--- src/core/nmr_pkg.sv ---
// constants and types for the negative multiply-accumulate, logic and rotate unit
// Functional notes
// - high halfwords multiplied, negated, added, 33 bits
// - saturating forms write low 32 if fitting
// - overflow clamps to old sign, inverted bits
// - low halfwords multiplied, negated, added, 33 bits
// - modulo low form drops top bit
// - saturating low form clamps on overflow
// - overflow enable updates summary and overflow bits
// - record bit updates condition field zero
// - nor inverts or of sources
// - or writes bitwise or
// - or with complement of second source
// - or immediate zero extended low half
// - or immediate shifted into upper half
// - or immediate all zero is no-op
// - rotate left, mask from begin to end
// - mask wraps when begin exceeds end
// - insert form keeps bits outside mask
// - and form clears bits outside mask
package nmr_pkg;
    localparam logic [5:0]  OP_MAC         = 6'h04;
    localparam logic [5:0]  OP_LOGIC       = 6'h1f;
    localparam logic [5:0]  OP_OR_IMM      = 6'h18;
    localparam logic [5:0]  OP_OR_IMM_HI   = 6'h19;
    localparam logic [5:0]  OP_ROT_INS     = 6'h14;
    localparam logic [5:0]  OP_ROT_AND     = 6'h15;
    localparam logic [8:0]  XO_NMAC_HI_SAT = 9'h06e;
    localparam logic [8:0]  XO_NMAC_LO     = 9'h1ae;
    localparam logic [8:0]  XO_NMAC_LO_SAT = 9'h1ee;
    localparam logic [9:0]  XO_NOR         = 10'h07c;
    localparam logic [9:0]  XO_OR          = 10'h1bc;
    localparam logic [9:0]  XO_OR_CMP      = 10'h19c;
    localparam logic [31:0] RST_WORD       = 32'h0000_0000;

    typedef struct packed {
        logic        lt;
        logic        gt;
        logic        eq;
        logic        so;
    } nmr_cr_t;

    typedef struct packed {
        logic        so;
        logic        ovf;
    } nmr_fxe_t;

    typedef struct packed {
        logic        valid;
        logic [31:0] data;
        logic        cr_we;
        nmr_cr_t     cr;
        logic        fxe_we;
        nmr_fxe_t    fxe;
        logic        nop;
        logic        illegal;
    } nmr_result_t;
endpackage

--- src/core/nmr_unit.sv ---
// single-cycle execution unit: negative mac, or family, rotate with mask
`timescale 1ns/100ps
module nmr_unit (
    // clock and reset
    input  wire logic                clk_sys,
    input  wire logic                sys_rst,
    // instruction and operands from decode
    input  wire logic                issue_valid,
    input  wire logic [31:0]         instr_word,
    input  wire logic [31:0]         first_source_register,
    input  wire logic [31:0]         second_source_register,
    input  wire logic [31:0]         source_register,
    input  wire logic [31:0]         target_register,
    input  wire nmr_pkg::nmr_fxe_t   fixed_point_exception_reg,
    // result towards register file
    output nmr_pkg::nmr_result_t     result_ff
);
    // instruction bit i (bit 0 = msb) sits at instr_word[31-i]
    logic [5:0]  opcd;
    logic [9:0]  xo10;
    logic [8:0]  xo9;
    logic        record_bit;
    logic        oe_bit;
    logic [4:0]  shift_amount_field;
    logic [4:0]  mask_begin_field;
    logic [4:0]  mask_end_field;
    logic [15:0] immediate_field;
    logic [4:0]  fld_d;
    logic [4:0]  fld_a;

    assign opcd               = instr_word[31:26];
    assign fld_d              = instr_word[25:21];
    assign fld_a              = instr_word[20:16];
    assign shift_amount_field = instr_word[15:11];
    assign mask_begin_field   = instr_word[10:6];
    assign mask_end_field     = instr_word[5:1];
    assign xo10               = instr_word[10:1];
    assign xo9                = instr_word[9:1];
    assign oe_bit             = instr_word[10];
    assign record_bit         = instr_word[0];
    assign immediate_field    = instr_word[15:0];

    // multiply-accumulate datapath
    logic signed [15:0] ha;
    logic signed [15:0] hb;
    logic signed [31:0] prod;
    logic [31:0]        nprod;
    logic [32:0]        temp;
    logic               mac_ovf;
    logic               is_hhws;
    logic               is_lhw;
    logic               is_lhws;
    logic               is_mac;
    logic               is_sat;
    logic [31:0]        mac_res;
    logic               sat_ovf;

    assign is_hhws = (opcd == nmr_pkg::OP_MAC) && (xo9 == nmr_pkg::XO_NMAC_HI_SAT);
    assign is_lhw  = (opcd == nmr_pkg::OP_MAC) && (xo9 == nmr_pkg::XO_NMAC_LO);
    assign is_lhws = (opcd == nmr_pkg::OP_MAC) && (xo9 == nmr_pkg::XO_NMAC_LO_SAT);
    assign is_mac  = is_hhws | is_lhw | is_lhws;
    assign is_sat  = is_hhws | is_lhws;

    // msb-numbered 0:15 is the upper half, 16:31 the lower half
    assign ha    = is_hhws ? first_source_register[31:16]
                           : first_source_register[15:0];
    assign hb    = is_hhws ? second_source_register[31:16]
                           : second_source_register[15:0];
    assign prod  = ha * hb;
    assign nprod = 32'h0 - prod;
    assign temp  = {nprod[31], nprod} + {target_register[31], target_register};
    // temp bit 1 in msb numbering is temp[31]
    assign mac_ovf = (nprod[31] == target_register[31])
                   && (target_register[31] != temp[31]);
    // only the saturating forms report overflow; the modulo form wraps silently
    assign sat_ovf = is_sat & mac_ovf;

    always_comb begin
        if (is_sat && mac_ovf) begin
            mac_res = {target_register[31], {31{~target_register[31]}}};
        end else begin
            mac_res = temp[31:0];
        end
    end

    // rotate with mask: msb-numbered mask, built in msb order then mapped
    logic [31:0] rot;
    logic [31:0] mask;
    logic [63:0] rot_dbl;

    assign rot_dbl = {source_register, source_register} << shift_amount_field;
    assign rot     = rot_dbl[63:32];

    genvar gi;
    generate
        for (gi = 0; gi < 32; gi++) begin : g_mask
            // position gi in msb numbering is mask[31-gi]
            localparam logic [4:0] POS = 5'(gi);
            assign mask[31-gi] = (mask_begin_field <= mask_end_field)
                ? ((POS >= mask_begin_field) && (POS <= mask_end_field))
                : ((POS >= mask_begin_field) || (POS <= mask_end_field));
        end
    endgenerate

    // operation select and result
    nmr_pkg::nmr_result_t nxt_result;
    logic [31:0]          res;
    logic                 known;
    logic                 rec;
    logic                 ovf_upd;
    nmr_pkg::nmr_fxe_t    fxe_new;

    always_comb begin
        res     = nmr_pkg::RST_WORD;
        known   = 1'b1;
        rec     = 1'b0;
        ovf_upd = 1'b0;
        unique case (opcd)
            nmr_pkg::OP_MAC: begin
                known   = is_mac;
                res     = mac_res;
                rec     = record_bit;
                ovf_upd = is_mac && oe_bit;
            end
            nmr_pkg::OP_LOGIC: begin
                rec = record_bit;
                unique case (xo10)
                    nmr_pkg::XO_NOR: res = ~(source_register | second_source_register);
                    nmr_pkg::XO_OR:  res = source_register | second_source_register;
                    nmr_pkg::XO_OR_CMP: res = source_register | ~second_source_register;
                    default:         known = 1'b0;
                endcase
            end
            nmr_pkg::OP_OR_IMM:    res = source_register | {16'h0000, immediate_field};
            nmr_pkg::OP_OR_IMM_HI: res = source_register | {immediate_field, 16'h0000};
            nmr_pkg::OP_ROT_INS: begin
                res = (rot & mask) | (target_register & ~mask);
                rec = record_bit;
            end
            nmr_pkg::OP_ROT_AND: begin
                res = rot & mask;
                rec = record_bit;
            end
            default: known = 1'b0;
        endcase
    end

    always_comb begin
        fxe_new.ovf = ovf_upd ? sat_ovf : fixed_point_exception_reg.ovf;
        fxe_new.so  = fixed_point_exception_reg.so | (ovf_upd & sat_ovf);
        nxt_result          = '0;
        nxt_result.valid    = issue_valid;
        nxt_result.illegal  = issue_valid & ~known;
        if (issue_valid && known) begin
            nxt_result.data   = res;
            nxt_result.fxe_we = ovf_upd;
            nxt_result.fxe    = fxe_new;
            nxt_result.cr_we  = rec;
            nxt_result.cr.lt  = res[31];
            nxt_result.cr.gt  = ~res[31] & (res != 32'h0);
            nxt_result.cr.eq  = (res == 32'h0);
            nxt_result.cr.so  = fxe_new.so;
            nxt_result.nop    = (opcd == nmr_pkg::OP_OR_IMM) && (fld_d == 5'h00)
                              && (fld_a == 5'h00) && (immediate_field == 16'h0000);
        end
    end

    always_ff @(posedge clk_sys) begin
        if (sys_rst) begin
            result_ff <= '0;
        end else begin
            result_ff <= nxt_result;
        end
    end
endmodule

--- config.mk ---
export PLATFORM = sky130hd
export DESIGN_NAME = nmr_unit
export DESIGN_NICKNAME = d
export VERILOG_FILES = /design/src/core/nmr_pkg.sv /design/src/core/nmr_unit.sv
export SDC_FILE = /design/constraint.sdc
export NUM_CORES = 1
export LEC_CHECK = 0
export BUFFER_PORTS_ARGS = -buffer_cell sky130_fd_sc_hd__buf_4
export CORE_MARGIN = 2
export CORE_UTILIZATION = 50
export CTS_BUF_LIST = sky130_fd_sc_hd__clkbuf_4 sky130_fd_sc_hd__clkbuf_8
export DETAILED_ROUTE_END_ITERATION = 10
export GPL_ROUTABILITY_DRIVEN = 0
export PLACE_DENSITY_LB_ADDON = 0.25
export SLEW_MARGIN = 20
export SYNTH_ARGS = -nofsm -noshare
export SYNTH_HDL_FRONTEND = slang
export SYNTH_SLANG_ARGS = --single-unit
--- constraint.sdc ---
create_clock -name clk_sys -period 21.5 [get_ports clk_sys]
set_clock_uncertainty 0.15 [all_clocks]
set_input_delay 0 -clock clk_sys [delete_from_list [all_inputs] [get_ports clk_sys]]
set_output_delay 0 -clock clk_sys [all_outputs]
set_load 0.005 [all_outputs]
==> flow_summary.yaml <==
status:
  outcome: "complete, no violations"
cells_and_area:
  finalNonFillerCells: 2862
  drive_gt1_share_pct: 15.22
  layout.nets: 2952
  syn2layout_area_growth_pct: 10.97
  seq_area_um2: 820.8
  reg.largest.list: "result_ff x41"
  largest_reg_flops: 41
  finalCoreUtilization_pct: 56.22
  multiInputGateArea_mm2: 0.01591
  regMostFlops: "result_ff"
  nFillCells: 3385
cts:
  clk_path_buf_depth: 2
  cts_sinks: 41
  clkTransAtPathRegs_ps: 90
  cts_resized: 0
  h-tree-depth: 2
  cts_tree: "built"
  cts_root_buf: "clkbuf_8"
  cts_buffers: 5
detailed_routing:
  drtIter0Drc: 2497
  viasPerCell: 6.348
  dr.pass1.iters: 8
  wl_per_cell_um: 23.69
  drt_wl_total_um: 67800
  ant_nets: 0
  drc: 0
  vias: 18170
timing:
  maxSlewHeadroom_pct: 30.53
  timing.final.crit_share_pct: 57.02
  timing.fmax_mhz: 81.57
  maxSlewViolCount: 0
  finalCriticalPeriod_ps: 12260
  tns_ps: 0
  rsz0062_at_grt: "false"
  finalSetupViolations: 0
  final_hold_viol_count: 0
  worst_pin_slew_ps: 1042
  layout_setup_ws_ps: 9240
global_route:
  grt-ovfl-total: 0
  grt_pass1_wl_um: 104000
  grt_start_max_net_pins: 56
  antenna_found_initial: 3
  first_global_vias: 18140
  grt_usage_pct: 35.23
floorplan:
  die_area_mm2: 0.03856
  core_mm2: 0.03652
  rows: 70
  io-pin-count: 208
  die-width_um: 196.4
  initial_core_util_pct: 50.66
  die_h_um: 196.4
worst_hold_path:
  worstHoldStart: "instr_word[10]"
  hp-class: "primary input to register"
  holdPathEnd: "result_ff[4]"
  hold_path_depth: 3
synth:
  syn_avg_cell_area_um2: 8.202
  synth_warnings: 0
  synth_top_area_share_pct: 28.02
  synth_edf_count: 0
  synthFlopType: "dfxtp_1"
  synth-seq-cells: 41
  synth_cell_type_count: 88
  async_flop_share_pct: 0
  synthCells: 2256
  synth_most_common_cell: "inv_1"
  synth_commonest_cells: "inv_1 (362), fa_1 (259), nor2_1 (245)"
  synth_top_area_cell: "fa_1"
  syn_nets: 2817
  synth.top_cells.by_area: "fa_1 (28%), ha_1 (9.3%), inv_1 (7.3%)"
  syn_area_mm2: 0.01850
  synth_seq_area_share_pct: 4.436
job:
  cap_violations: 0
critical_path:
  cp_common_cell: "fa_1"
  critPathKind: "primary input to register"
  worstPathArrival_ps: 12360
  crit_path_start_kind: "primary input"
  cp_data_required_time_ps: 21600
  critPathMaxStageDelay_ps: 840
  critPathMaxFanout: 55
  end_kind: "register"
  critPathSlowestCell: "mux2i_1"
place:
  hpwlAfterDp_um: 56000
  preCtsSetupSlack_ps: 9703
  dp_cells: 2844
  port_buffers: 207
## layout by cell type, fill, tap and decap left out, types with 7 or more instances in the layout
cell,n
o21ai_0,67
o21bai_1,10
dlygate4sd3_1,8
a21oi_1,156
mux4_1,12
a211oi_1,18
or2_2,13
xor2_1,20
inv_1,362
o22ai_1,26
dfxtp_1,41
nor4_1,11
or3_1,8
nor2_1,245
nand2b_1,23
buf_4,223
xnor2_1,42
mux2_2,79
nor2b_1,20
mux2i_1,75
ha_1,137
nand3_1,24
fa_1,259
and2_1,14
nand2_1,195
o21a_1,13
a221oi_1,7
nor3_1,30
a21o_1,31
nand4_1,12
and3_1,7
a31oi_1,17
maj3_1,22
mux4_2,20
o32a_1,17
## worst max-delay path by stage
stage / start / endpoint
after floorplan: instr_word[26] / result_ff[6]
after CTS: instr_word[26] / result_ff[6]
final: instr_word[26] / result_ff[6]
after detailed placement: instr_word[31] / result_ff[6]
after global routing: instr_word[26] / result_ff[6]
after global placement: instr_word[31] / result_ff[6]
## worst max-delay path: cells and delay by family
family	cells	cell delay (ps)
AND/OR/NAND/NOR	11	2650
AO/OA/AOI/OAI	13	3290
XOR/XNOR	1	160
buffers and inverters	6	1590
multiplexers	1	840
adder cells (fa/ha/maj)	8	3780
## layout make-up
type / count / area share, %
Clock buffer: 5 / 0.3352
Antenna cell: 2 / 0.02438
Tap cell: 468 / 2.852
Multi-Input combinational cell: 1749 / 77.49
Clock inverter: 3 / 0.1219
Sequential cell: 41 / 3.998
Timing Repair Buffer: 231 / 8.544
Inverter: 363 / 6.636
## stage by stage
| stage | hold slack, ps | cell area [um2] |
|---|---|---|
| 3_3_place_gp | 23.07 | 20350 |
| 6_report | 48.91 | 20530 |
| 3_5_place_dp | 24.71 | 20350 |
| 4_1_cts | 6.077 | 20520 |
| 5_1_grt | 29.60 | 20530 |
| 2_1_floorplan | -73.85 | 18500 |
## routing by layer
metal,GRT usage [%],wire length [um],vias up
met5,0,46,-
met4,17.51,4399,4
met3,9.600,8542,312
met2,57.09,30520,1251
met1,43.41,24290,8712
li1,-,-,7889
## kinds of logic after synthesis
kind of cell	Yosys count	share of synthesized area, %
xor gates and xnor gates	62	2.935
and+or+nand+nor	629	15.41
buffers and inverters	466	9.724
DFF	41	4.436
adders and majority gates	418	38.48
muxes	187	13.06
AOI/OAI and AO/OA	453	15.95
## what timing repair did
item / in CTS / in global routing
hold buffers: 8 / 0
setup buffers: 0 / 0
hold endpoints to repair: 8 / 0
Power is left out: the tool's default activity adds up to more than one toggle a clock period on the data nets, which glitch-free logic cannot reach.
